==> src/hw/cid_pkg.sv <==
// Purpose: shared constants and types of the caller-identity control block
// Assumes: core clock of 25 MHz
// Notes: select codes address the block's special function register port
package cid_pkg;
  // timing
  localparam int CLK_PERIOD_NS = 40;
  localparam int GUARD_TICK_NS = 858000;
  localparam int GUARD_TICK_CYCLES = GUARD_TICK_NS / CLK_PERIOD_NS;
  localparam int CARRIER_HOLD_NS = 8000000;
  localparam int CARRIER_CYCLES =
    (CARRIER_HOLD_NS + CLK_PERIOD_NS - 1) / CLK_PERIOD_NS;
  // widths
  localparam int DATA_W = 8;
  localparam int SEL_W = 4;
  localparam int GUARD_W = 8;
  localparam int KEY_W = 4;
  localparam int BITCNT_W = 3;
  localparam logic [BITCNT_W-1:0] LAST_BIT = 3'h7;
  localparam logic [DATA_W-1:0] RESET_BYTE = 8'h00;
  // register select codes
  localparam logic [SEL_W-1:0] SEL_FSK_BYTE = 4'h0;
  localparam logic [SEL_W-1:0] SEL_FLAGS = 4'h1;
  localparam logic [SEL_W-1:0] SEL_STATUS = 4'h2;
  localparam logic [SEL_W-1:0] SEL_TONE_RESULT = 4'h3;
  localparam logic [SEL_W-1:0] SEL_GAIN_ADDR = 4'h4;
  localparam logic [SEL_W-1:0] SEL_GAIN_DATA = 4'h5;
  localparam logic [SEL_W-1:0] SEL_ALERT_PT = 4'h6;
  localparam logic [SEL_W-1:0] SEL_ALERT_AT = 4'h7;
  localparam logic [SEL_W-1:0] SEL_TONE_PT = 4'h8;
  localparam logic [SEL_W-1:0] SEL_TONE_AT = 4'h9;
  // enable bits, written through the fsk byte register
  localparam int EN_FSK = 0;
  localparam int EN_ALERT = 1;
  localparam int EN_TONE = 2;
  localparam int EN_GLOBAL = 3;
  localparam int EN_W = 4;
  // flag bits
  localparam int FL_RING = 0;
  localparam int FL_ALERT = 1;
  localparam int FL_TONE = 2;
  localparam int FL_BYTE = 3;
  localparam int FL_COMMON = 7;
  localparam int FL_W = 4;
  // status bits
  localparam int ST_CARRIER = 0;
  localparam int ST_SERIAL = 1;
  localparam int ST_BITCLK = 2;
  localparam int ST_BYTE_READY = 3;
  localparam int ST_ALERT = 4;
  localparam int ST_TONE = 5;
  // tone result bits above the key
  localparam int TR_LOW = 4;
  localparam int TR_HIGH = 5;
  // gain port
  localparam int GA_ADDR_W = 3;
  localparam int GA_STROBE = 4;
  localparam int NUM_INT = 6;
  localparam logic [GA_ADDR_W-1:0] IDX_CFG1 = 3'h0;
  localparam logic [GA_ADDR_W-1:0] IDX_CFG2 = 3'h1;
  localparam logic [GA_ADDR_W-1:0] IDX_ALERT_FSK_GAIN = 3'h2;
  localparam logic [GA_ADDR_W-1:0] IDX_DUAL_TONE_GAIN = 3'h3;
  localparam logic [GA_ADDR_W-1:0] IDX_ALERT_TONE_HYSTERESIS = 3'h4;
  localparam logic [GA_ADDR_W-1:0] IDX_FSK_FILTER_HYSTERESIS = 3'h5;
  // second tone configuration bits
  localparam int CFG2_TONE_MODE = 4;
  localparam int CFG2_CHG_RESET = 5;
  localparam int CFG2_ABS_PAUSE = 6;
  // guard timer states, gray along idle-present-hold-absent
  typedef enum logic [1:0] {
    GT_IDLE = 2'h0,
    GT_PRESENT = 2'h1,
    GT_HOLD = 2'h3,
    GT_ABSENT = 2'h2
  } cid_guard_t;
endpackage

==> src/hw/cid_detect_ctrl.sv <==
// Purpose: control and flag logic of the caller-identity receive unit
// Assumes: analog detector outputs are synchronous to core_clk
// Notes: registers sit behind a select/strobe port, read data one cycle late
// Function
// - fsk decoder, alert detector, tone receiver each have own enable bit
// - a global enable gates all three detectors on top of their enables
// - ring detection stays active regardless of any enable bit
// - ring envelope rising edge sets ring flag bit 0, raising common flag
// - raw alert rise clears guard timer and counts up on 0.858 ms ticks
// - timer equal to present guard stops it and raises qualified alert
// - raw alert fall runs same timer against absent guard, then releases
// - qualified alert status is driven by hardware only
// - qualified alert rise sets alert flag; only software clears it
// - dual tone uses same guard method with its own guard registers
// - valid dual tone sets decoded status and stores key in bits 0-3
// - decoded status rise sets tone flag; software clears it
// - second config bit 4 turns the tone receiver into a band detector
// - band detector raises high or low group bit at once, no guard
// - carrier bit sets after 8 ms energy, releases after over 8 ms none
// - demodulated bit and its bit clock are readable status bits
// - each full received byte loads the fsk byte and sets byte ready
// - byte ready rise sets byte flag; software clears it
// - rising address bit 4 latches gain data into the addressed register
// - internal addresses 0 to 5 select the six configuration registers
// - config bits 5 and 6 steer tone present reset and absent counting
`timescale 1ns/1ps
module cid_detect_ctrl #(
  parameter int TICK_CYCLES = cid_pkg::GUARD_TICK_CYCLES,
  parameter int CARRIER_CYC = cid_pkg::CARRIER_CYCLES
) (
  // clock and reset
  input wire logic core_clk,
  input wire logic rst_b,
  // register port
  input wire logic [cid_pkg::SEL_W-1:0] sfrSel,
  input wire logic sfrWrite,
  input wire logic sfrRead,
  input wire logic [cid_pkg::DATA_W-1:0] sfrWdata,
  output logic [cid_pkg::DATA_W-1:0] sfrRdata,
  // detector inputs
  input wire logic ringEnvelope,
  input wire logic alertRawDetect,
  input wire logic toneRawDetect,
  input wire logic [cid_pkg::KEY_W-1:0] toneKey,
  input wire logic toneFreqChange,
  input wire logic lowBandEnergy,
  input wire logic highBandEnergy,
  input wire logic fskEnergy,
  input wire logic fskBitIn,
  input wire logic fskBitClkIn,
  // detector enables
  output logic fskDecoderEnable,
  output logic alertDetectEnable,
  output logic dualToneRxEnable,
  // common flag
  output logic callerCommonFlag,
  // internal configuration registers
  output logic [cid_pkg::DATA_W-1:0] toneRxConfigOne,
  output logic [cid_pkg::DATA_W-1:0] toneRxConfigTwo,
  output logic [cid_pkg::DATA_W-1:0] alertFskGain,
  output logic [cid_pkg::DATA_W-1:0] dualToneGain,
  output logic [cid_pkg::DATA_W-1:0] alertToneHysteresis,
  output logic [cid_pkg::DATA_W-1:0] fskFilterHysteresis
);
  import cid_pkg::*;

  localparam int TICK_W = $clog2(TICK_CYCLES);
  localparam int CAR_W = $clog2(CARRIER_CYC + 1);
  localparam logic [TICK_W-1:0] TICK_LAST = TICK_W'(TICK_CYCLES - 1);
  localparam logic [CAR_W-1:0] CAR_SET = CAR_W'(CARRIER_CYC - 1);
  localparam logic [CAR_W-1:0] CAR_REL = CAR_W'(CARRIER_CYC);

  logic [EN_W-1:0] enableBits;
  logic fskActive;
  logic alertActive;
  logic toneActive;
  logic toneDetMode;
  logic [TICK_W-1:0] tickCnt;
  logic guardTick;
  logic [GUARD_W-1:0] alertPresentGuard;
  logic [GUARD_W-1:0] alertAbsentGuard;
  logic [GUARD_W-1:0] tonePresentGuard;
  logic [GUARD_W-1:0] toneAbsentGuard;
  logic ringPrev;
  logic alertQualified;
  logic alertPrev;
  logic toneDecoded;
  logic tonePrev;
  logic [KEY_W-1:0] toneKeyReg;
  logic lowGroupPresent;
  logic highGroupPresent;
  logic carrierDetected;
  logic [CAR_W-1:0] carCnt;
  logic demodSerialBit;
  logic demodBitClock;
  logic inFrame;
  logic [BITCNT_W-1:0] bitCount;
  logic [DATA_W-1:0] shiftReg;
  logic [DATA_W-1:0] fskByteRegister;
  logic byteSet;
  logic byteReady;
  logic bytePrev;
  logic [FL_W-1:0] flags;
  logic [FL_W-1:0] flagSet;
  logic [DATA_W-1:0] gainPortAddress;
  logic [DATA_W-1:0] gainPortData;
  logic [DATA_W-1:0] cfgRegs [NUM_INT];
  logic gainStrobe;
  logic [DATA_W-1:0] next_rdata;

  function automatic logic wr(input logic [SEL_W-1:0] sel);
    return sfrWrite && (sfrSel == sel);
  endfunction

  // enables
  always_ff @(posedge core_clk or negedge rst_b) begin
    if (!rst_b) begin
      enableBits <= '0;
    end else if (wr(SEL_FSK_BYTE)) begin
      enableBits <= sfrWdata[EN_W-1:0];
    end
  end

  assign fskActive = enableBits[EN_GLOBAL] && enableBits[EN_FSK];
  assign alertActive = enableBits[EN_GLOBAL] && enableBits[EN_ALERT];
  assign toneActive = enableBits[EN_GLOBAL] && enableBits[EN_TONE];
  assign fskDecoderEnable = fskActive;
  assign alertDetectEnable = alertActive;
  assign dualToneRxEnable = toneActive;
  assign toneDetMode = cfgRegs[IDX_CFG2][CFG2_TONE_MODE];

  // guard period tick
  always_ff @(posedge core_clk or negedge rst_b) begin
    if (!rst_b) begin
      tickCnt <= '0;
    end else if (tickCnt == TICK_LAST) begin
      tickCnt <= '0;
    end else begin
      tickCnt <= tickCnt + 1'h1;
    end
  end

  assign guardTick = (tickCnt == TICK_LAST);

  // guard limit registers
  always_ff @(posedge core_clk or negedge rst_b) begin
    if (!rst_b) begin
      alertPresentGuard <= RESET_BYTE;
      alertAbsentGuard <= RESET_BYTE;
      tonePresentGuard <= RESET_BYTE;
      toneAbsentGuard <= RESET_BYTE;
    end else begin
      if (wr(SEL_ALERT_PT)) alertPresentGuard <= sfrWdata;
      if (wr(SEL_ALERT_AT)) alertAbsentGuard <= sfrWdata;
      if (wr(SEL_TONE_PT)) tonePresentGuard <= sfrWdata;
      if (wr(SEL_TONE_AT)) toneAbsentGuard <= sfrWdata;
    end
  end

  cid_guard_timer #(.W(GUARD_W)) alertGuard (
    .core_clk(core_clk),
    .rst_b(rst_b),
    .enable(alertActive),
    .tick(guardTick),
    .raw(alertRawDetect),
    .freqChange(1'h0),
    .resetOnChange(1'h0),
    .absentPause(1'h1),
    .presentLimit(alertPresentGuard),
    .absentLimit(alertAbsentGuard),
    .qualified(alertQualified)
  );

  cid_guard_timer #(.W(GUARD_W)) toneGuard (
    .core_clk(core_clk),
    .rst_b(rst_b),
    .enable(toneActive && !toneDetMode),
    .tick(guardTick),
    .raw(toneRawDetect),
    .freqChange(toneFreqChange),
    .resetOnChange(cfgRegs[IDX_CFG2][CFG2_CHG_RESET]),
    .absentPause(cfgRegs[IDX_CFG2][CFG2_ABS_PAUSE]),
    .presentLimit(tonePresentGuard),
    .absentLimit(toneAbsentGuard),
    .qualified(toneDecoded)
  );

  // edge history for flag setting; ring path has no enable
  always_ff @(posedge core_clk or negedge rst_b) begin
    if (!rst_b) begin
      ringPrev <= 1'h0;
      alertPrev <= 1'h0;
      tonePrev <= 1'h0;
      bytePrev <= 1'h0;
    end else begin
      ringPrev <= ringEnvelope;
      alertPrev <= alertQualified;
      tonePrev <= toneDecoded;
      bytePrev <= byteReady;
    end
  end

  // key capture and band detector
  always_ff @(posedge core_clk or negedge rst_b) begin
    if (!rst_b) begin
      toneKeyReg <= '0;
      lowGroupPresent <= 1'h0;
      highGroupPresent <= 1'h0;
    end else begin
      if (toneDecoded && !tonePrev) begin
        toneKeyReg <= toneKey;
      end
      lowGroupPresent <= toneActive && toneDetMode && lowBandEnergy;
      highGroupPresent <= toneActive && toneDetMode && highBandEnergy;
    end
  end

  // carrier detect, release hold one cycle longer than set hold
  always_ff @(posedge core_clk or negedge rst_b) begin
    if (!rst_b) begin
      carrierDetected <= 1'h0;
      carCnt <= '0;
    end else if (!fskActive) begin
      carrierDetected <= 1'h0;
      carCnt <= '0;
    end else if (fskEnergy == carrierDetected) begin
      carCnt <= '0;
    end else if (carCnt == (carrierDetected ? CAR_REL : CAR_SET)) begin
      carrierDetected <= fskEnergy;
      carCnt <= '0;
    end else begin
      carCnt <= carCnt + 1'h1;
    end
  end

  // demodulated bit stream, start bit then eight bits lsb first
  always_ff @(posedge core_clk or negedge rst_b) begin
    if (!rst_b) begin
      demodSerialBit <= 1'h0;
      demodBitClock <= 1'h0;
    end else begin
      demodSerialBit <= fskActive && fskBitIn;
      demodBitClock <= fskActive && fskBitClkIn;
    end
  end

  always_ff @(posedge core_clk or negedge rst_b) begin
    if (!rst_b) begin
      inFrame <= 1'h0;
      bitCount <= '0;
      shiftReg <= RESET_BYTE;
      fskByteRegister <= RESET_BYTE;
      byteSet <= 1'h0;
    end else begin
      byteSet <= 1'h0;
      if (!fskActive) begin
        inFrame <= 1'h0;
      end else if (fskBitClkIn && !demodBitClock) begin
        if (!inFrame) begin
          inFrame <= !fskBitIn;
          bitCount <= '0;
        end else begin
          shiftReg <= {fskBitIn, shiftReg[DATA_W-1:1]};
          bitCount <= bitCount + 1'h1;
          if (bitCount == LAST_BIT) begin
            fskByteRegister <= {fskBitIn, shiftReg[DATA_W-1:1]};
            byteSet <= 1'h1;
            inFrame <= 1'h0;
          end
        end
      end
    end
  end

  // byte ready holds until the byte is read; a new byte wins
  always_ff @(posedge core_clk or negedge rst_b) begin
    if (!rst_b) begin
      byteReady <= 1'h0;
    end else if (byteSet) begin
      byteReady <= 1'h1;
    end else if (sfrRead && sfrSel == SEL_FSK_BYTE) begin
      byteReady <= 1'h0;
    end
  end

  // flags: write zero clears, a same-cycle set wins
  always_comb begin
    flagSet = '0;
    flagSet[FL_RING] = ringEnvelope && !ringPrev;
    flagSet[FL_ALERT] = alertQualified && !alertPrev;
    flagSet[FL_TONE] = toneDecoded && !tonePrev;
    flagSet[FL_BYTE] = byteReady && !bytePrev;
  end

  always_ff @(posedge core_clk or negedge rst_b) begin
    if (!rst_b) begin
      flags <= '0;
    end else if (wr(SEL_FLAGS)) begin
      flags <= (flags & sfrWdata[FL_W-1:0]) | flagSet;
    end else begin
      flags <= flags | flagSet;
    end
  end

  assign callerCommonFlag = |flags;

  // indirect gain port
  assign gainStrobe = wr(SEL_GAIN_ADDR) && sfrWdata[GA_STROBE]
    && !gainPortAddress[GA_STROBE];

  always_ff @(posedge core_clk or negedge rst_b) begin
    if (!rst_b) begin
      gainPortAddress <= RESET_BYTE;
      gainPortData <= RESET_BYTE;
    end else begin
      if (wr(SEL_GAIN_ADDR)) gainPortAddress <= sfrWdata;
      if (wr(SEL_GAIN_DATA)) gainPortData <= sfrWdata;
    end
  end

  always_ff @(posedge core_clk or negedge rst_b) begin
    if (!rst_b) begin
      for (int i = 0; i < NUM_INT; i++) begin
        cfgRegs[i] <= RESET_BYTE;
      end
    end else if (gainStrobe) begin
      for (int i = 0; i < NUM_INT; i++) begin
        if (sfrWdata[GA_ADDR_W-1:0] == GA_ADDR_W'(i)) begin
          cfgRegs[i] <= gainPortData;
        end
      end
    end
  end

  assign toneRxConfigOne = cfgRegs[IDX_CFG1];
  assign toneRxConfigTwo = cfgRegs[IDX_CFG2];
  assign alertFskGain = cfgRegs[IDX_ALERT_FSK_GAIN];
  assign dualToneGain = cfgRegs[IDX_DUAL_TONE_GAIN];
  assign alertToneHysteresis = cfgRegs[IDX_ALERT_TONE_HYSTERESIS];
  assign fskFilterHysteresis = cfgRegs[IDX_FSK_FILTER_HYSTERESIS];

  // read mux; status and result bits ignore writes
  always_comb begin
    next_rdata = RESET_BYTE;
    unique case (sfrSel)
      SEL_FSK_BYTE: next_rdata = fskByteRegister;
      SEL_FLAGS: begin
        next_rdata[FL_W-1:0] = flags;
        next_rdata[FL_COMMON] = callerCommonFlag;
      end
      SEL_STATUS: begin
        next_rdata[ST_CARRIER] = carrierDetected;
        next_rdata[ST_SERIAL] = demodSerialBit;
        next_rdata[ST_BITCLK] = demodBitClock;
        next_rdata[ST_BYTE_READY] = byteReady;
        next_rdata[ST_ALERT] = alertQualified;
        next_rdata[ST_TONE] = toneDecoded;
      end
      SEL_TONE_RESULT: begin
        next_rdata[KEY_W-1:0] = toneKeyReg;
        next_rdata[TR_LOW] = lowGroupPresent;
        next_rdata[TR_HIGH] = highGroupPresent;
      end
      SEL_GAIN_ADDR: next_rdata = gainPortAddress;
      SEL_GAIN_DATA: next_rdata = gainPortData;
      SEL_ALERT_PT: next_rdata = alertPresentGuard;
      SEL_ALERT_AT: next_rdata = alertAbsentGuard;
      SEL_TONE_PT: next_rdata = tonePresentGuard;
      SEL_TONE_AT: next_rdata = toneAbsentGuard;
      default: next_rdata = RESET_BYTE;
    endcase
  end

  always_ff @(posedge core_clk or negedge rst_b) begin
    if (!rst_b) begin
      sfrRdata <= RESET_BYTE;
    end else begin
      sfrRdata <= next_rdata;
    end
  end
endmodule

==> src/hw/cid_guard_timer.sv <==
// Purpose: present/absent guard-time qualification of one tone detector
// Assumes: tick is a one-cycle pulse per guard period
// Notes: limits are compared for equality, so a limit of zero is instant
`timescale 1ns/1ps
module cid_guard_timer #(
  parameter int W = cid_pkg::GUARD_W
) (
  // clock and reset
  input wire logic core_clk,
  input wire logic rst_b,
  // control
  input wire logic enable,
  input wire logic tick,
  input wire logic raw,
  input wire logic freqChange,
  input wire logic resetOnChange,
  input wire logic absentPause,
  input wire logic [W-1:0] presentLimit,
  input wire logic [W-1:0] absentLimit,
  // result
  output logic qualified
);
  import cid_pkg::*;

  cid_guard_t state;
  logic [W-1:0] count;
  logic rawPrev;

  always_ff @(posedge core_clk or negedge rst_b) begin
    if (!rst_b) begin
      rawPrev <= 1'h0;
    end else begin
      rawPrev <= raw;
    end
  end

  always_ff @(posedge core_clk or negedge rst_b) begin
    if (!rst_b) begin
      state <= GT_IDLE;
      count <= '0;
    end else if (!enable) begin
      state <= GT_IDLE;
      count <= '0;
    end else begin
      unique case (state)
        GT_IDLE: begin
          if (raw && !rawPrev) begin
            state <= GT_PRESENT;
            count <= '0;
          end
        end
        GT_PRESENT: begin
          if (!raw) begin
            state <= GT_IDLE;
          end else if (count == presentLimit) begin
            state <= GT_HOLD;
          end else if (resetOnChange && freqChange) begin
            count <= '0;
          end else if (tick) begin
            count <= count + 1'h1;
          end
        end
        GT_HOLD: begin
          if (!raw && rawPrev) begin
            state <= GT_ABSENT;
            count <= '0;
          end
        end
        GT_ABSENT: begin
          if (count == absentLimit) begin
            state <= GT_IDLE;
          end else if (!raw) begin
            if (tick) begin
              count <= count + 1'h1;
            end
          end else if (!absentPause) begin
            if (count == '0) begin
              state <= GT_HOLD;
            end else if (tick) begin
              count <= count - 1'h1;
            end
          end
        end
      endcase
    end
  end

  assign qualified = (state == GT_HOLD) || (state == GT_ABSENT);
endmodule

==> config.mk <==
export PLATFORM = sky130hd
export DESIGN_NAME = cid_detect_ctrl
export DESIGN_NICKNAME = d
export VERILOG_FILES = /design/src/hw/cid_pkg.sv /design/src/hw/cid_detect_ctrl.sv /design/src/hw/cid_guard_timer.sv
export SDC_FILE = /design/constraint.sdc
export NUM_CORES = 1
export LEC_CHECK = 0
export BUFFER_PORTS_ARGS = -buffer_cell sky130_fd_sc_hd__buf_2
export CORE_MARGIN = 2
export CORE_UTILIZATION = 50
export DETAILED_ROUTE_END_ITERATION = 8
export GPL_TIMING_DRIVEN = 0
export PLACE_DENSITY = 0.8
export SLEW_MARGIN = 10
export SYNTH_ARGS = -nofsm -noshare
export SYNTH_HDL_FRONTEND = slang
export SYNTH_SLANG_ARGS = --single-unit
==> constraint.sdc <==
create_clock -name core_clk -period 2.43 [get_ports core_clk]
set_clock_uncertainty 0.1 [all_clocks]
set_input_delay 0.1215 -clock core_clk [delete_from_list [all_inputs] [get_ports core_clk]]
set_output_delay 0.1215 -clock core_clk [all_outputs]
set_load 0.05 [all_outputs]
==> flow_summary.yaml <==
setup_path:
  worst-path-stages: 7
  critPathBufInv: 1
  worstSetupEndpoint: "toneGuard.count[7]$_DFFE_PN0P_"
  cp-end-kind: "register"
  r2r-start: "tickCnt[5]$_DFF_PN0_"
  slowest_stage: "or4b_4"
  critical_path.top_delay_family: "simple AND/OR/NAND/NOR gates"
  worstPathRequired_ps: 2710
  cp_max_fo: 6
  start_kind: "register"
  critical_path.max_stage_delay_ps: 550
  cp.arrival_ps: 2810
  crit_chain: "or4b_4 > nor4_4 > or3b_4 > a221oi_4 > buf_6 > nor2_4 > a22o_1"
  worst-r2r-cell-count: 7
  critical_path_class: "reg -> reg"
  worstReg2RegEnd: "toneGuard.count[7]$_DFFE_PN0P_"
  critPathLaunch: "tickCnt[5]$_DFF_PN0_"
  rrSetupSlack_ps: -100
floorplanning:
  ioPinCount: 89
  die_area_sq_um: 21000
  row_count: 51
  die_width_um: 145
  core_area_sq_um: 19500
  start_util_pct: 51.0
  die_h_um: 145
synth:
  yosysMostFrequentCell: "dfrtp_1"
  netlist.top_cell.by_area: "dfrtp_1"
  ys.flop_type: "dfrtp_1"
  ys_seq_area_share_pct: 50.7
  yosys-top-cells-area: "dfrtp_1, mux2_2, xnor2_1, nor2_1, nand2_1"
  ys_warn_count: 0
  ys_ff_latch: 201
  syn_inst: 900
  ys_top_cells_by_count: "dfrtp_1, mux2_2, nor2_1"
  synthDistinctLibCells: 64
  async_flop_share_pct: 100
  syn-cell-area_sq_um: 9920
  avgSynthCellArea_sq_um: 11.0
  synth_fp_nets: 948
  synth_edf_count: 0
  synth_top_area_share_pct: 50.7
route:
  met2_length_um: 12200
  drt-vias-per-instance: 5.84
  top_layer: "met4"
  routedWlPerCell_um: 19.0
  first_iter_violations: 735
  ant_nets: 0
  drc: 0
  met3_length_um: 1810
  via_count: 7650
  drt_pre_antenna_iters: 5
  met1_length_um: 10200
  routed_wl_um: 24900
final_layout:
  layout-drive-gt1-share_pct: 28.0
  seqCellArea_sq_um: 5030
  top_regs: "carCnt (18), tickCnt (15)"
  fillers: 1533
  largest_reg_flops: 18
  multi_input_area_sq_um: 4730
  fin_cells: 1311
  area_growth_pct: 19.3
  regMostFlops: "carCnt"
  finalNetCount: 1081
  antenna_cells: 0
sta:
  min_period_ps: 2530
  setup_viol: 10
  maxSlewViolCount: 0
  whs_ps: -23.7
  tightest_slew_ps: 805
  setup_ws_ps: -98.5
  layout_worst_path_cycle_share_pct: 104
  setup-tns-final_ps: -644
  hold_viol_final: 1
  slew_headroom_pct: 46.2
  grt_setup_unrepaired: "true"
  fmax_mhz: 395
clocking:
  cts_sinks: 201
  cts_max_level: 1
  clk_pin_slew_ps: 60
  cts_tree: "built"
  root_buffer: "clkbuf_16"
  clkLatencyLatePin_ps: 510
  cts_buffers: 21
  clockBufferDepth: 3
global_route:
  antenna_found_initial: 0
  grt_remaining_overflow: 0
  grt_pass1_vias: 7370
  grt_start_max_net_pins: 117
  grt_usage_pct: 23.6
  grt_pass1_wl_um: 38800
place:
  dp_slack_ps: -583
  dpl.hpwl_um: 17100
  gp_congestion: 0.940
  port-buffer-count: 83
  dpl.cell_count: 1249
run:
  max_cap_viol_count: 0
power:
  powerDensity_nw_per_um2: 727
  ir_worst_vdd_mv: 0.688
  p_leak_nw: 5.45
status:
  violations: "negative hold slack, negative setup slack"
  status: "finished, violations left"
hold_path:
  min_path_type: "in -> reg"
## logic make-up after synthesis
group                      Yosys count  share of synthesized area, %
DFF                                201                          50.7
buffers and inverters               72                          2.85
and+or+nand+nor                    281                          14.1
AOI/OAI and AO/OA                  128                          9.15
adders and majority gates           19                          2.40
xor gates and xnor gates            65                          5.74
muxes                              134                          15.1
## metrics by stage
| stage | power (mW) | cell area [sq um] | utilization (%) |
|---|---|---|---|
| 2_1_floorplan | 4.74 | 9920 | - |
| 3_3_place_gp | 5.16 | 10700 | 54.8 |
| 3_5_place_dp | 5.21 | 10700 | 55.0 |
| 4_1_cts | 8.66 | 11800 | 60.6 |
| 5_1_grt | 8.95 | 11800 | 60.8 |
| 6_report | 8.61 | 11800 | 60.8 |
## cells in the final DEF, fill, tap and decap left out, types with 5 or more instances in the layout
cell type        n
buf_2           83
nor3_1          18
buf_1            5
xnor2_1         40
ha_1            19
dlygate4sd3_1   18
nand2b_1         8
nand3_1         32
clkbuf_8         5
o21ai_0         27
nand4_1         14
mux2i_1         12
nor4_1           7
nand2_1         65
o221ai_1         5
a211o_1          7
nor2_1          71
nor3b_1          5
nor2b_1         11
a21oi_1         20
clkbuf_16       21
a22oi_1          9
mux2_2         122
clkbuf_1        30
a31oi_1          5
a22o_1           5
buf_4           14
and2_1           7
inv_1           23
xor2_1          25
dfrtp_1        200
and3_1          13
## where the power goes
group          switching, mW  total, mW  internal, mW  leakage (nW)
combinational          0.768       1.32         0.549          2.44
clock                   1.31       3.33          2.02         0.352
sequential             0.335       3.97          3.63          2.66
## worst min path at each step
stage	end	start	cells after the start
final	sfrRdata[6]$_DFF_PN0_	sfrSel[0]	4
after global routing	sfrRdata[6]$_DFF_PN0_	sfrSel[0]	4
after CTS	sfrRdata[6]$_DFF_PN0_	sfrSel[0]	4
after detailed placement	tickCnt[13]$_DFF_PN0_	rst_b	1
after global placement	ringPrev$_DFF_PN0_	ringEnvelope	1
after floorplan	alertAbsentGuard[0]$_DFFE_PN0P_	rst_b	0
## cell type report
class	instances	share of cell area (%)
sequential	201	42.5
multi-input combinational	627	40.0
clock inverter	10	1.13
inverter	24	0.761
clock buffer	26	4.94
tap	265	2.80
timing repair buffer	117	6.42
buffer	41	1.49
## worst reg2reg max path, cell delays in order, from the launching register on
cell	delay, ps
dfrtp_1	380
or4b_4	550
nor4_4	230
or3b_4	440
a221oi_4	270
buf_6	160
nor2_4	50
a22o_1	240
## repair_timing
item | in CTS | in global routing
hold buffers | 18 | 0
cloned | 1 | 0
gates resized for setup | 26 | 11
setup endpoints to repair | 46 | 54
hold endpoints to repair | 129 | 0
pin swaps | 12 | 5
setup buffers | 10 | 5
## routing by layer
metal	vias to the layer above	global-route usage, %
li1	3475	-
met1	3805	32.0
met2	317	38.6
met3	53	4.24
met4	0	7.97
met5	-	0
(Power assumes the default switching activity.)
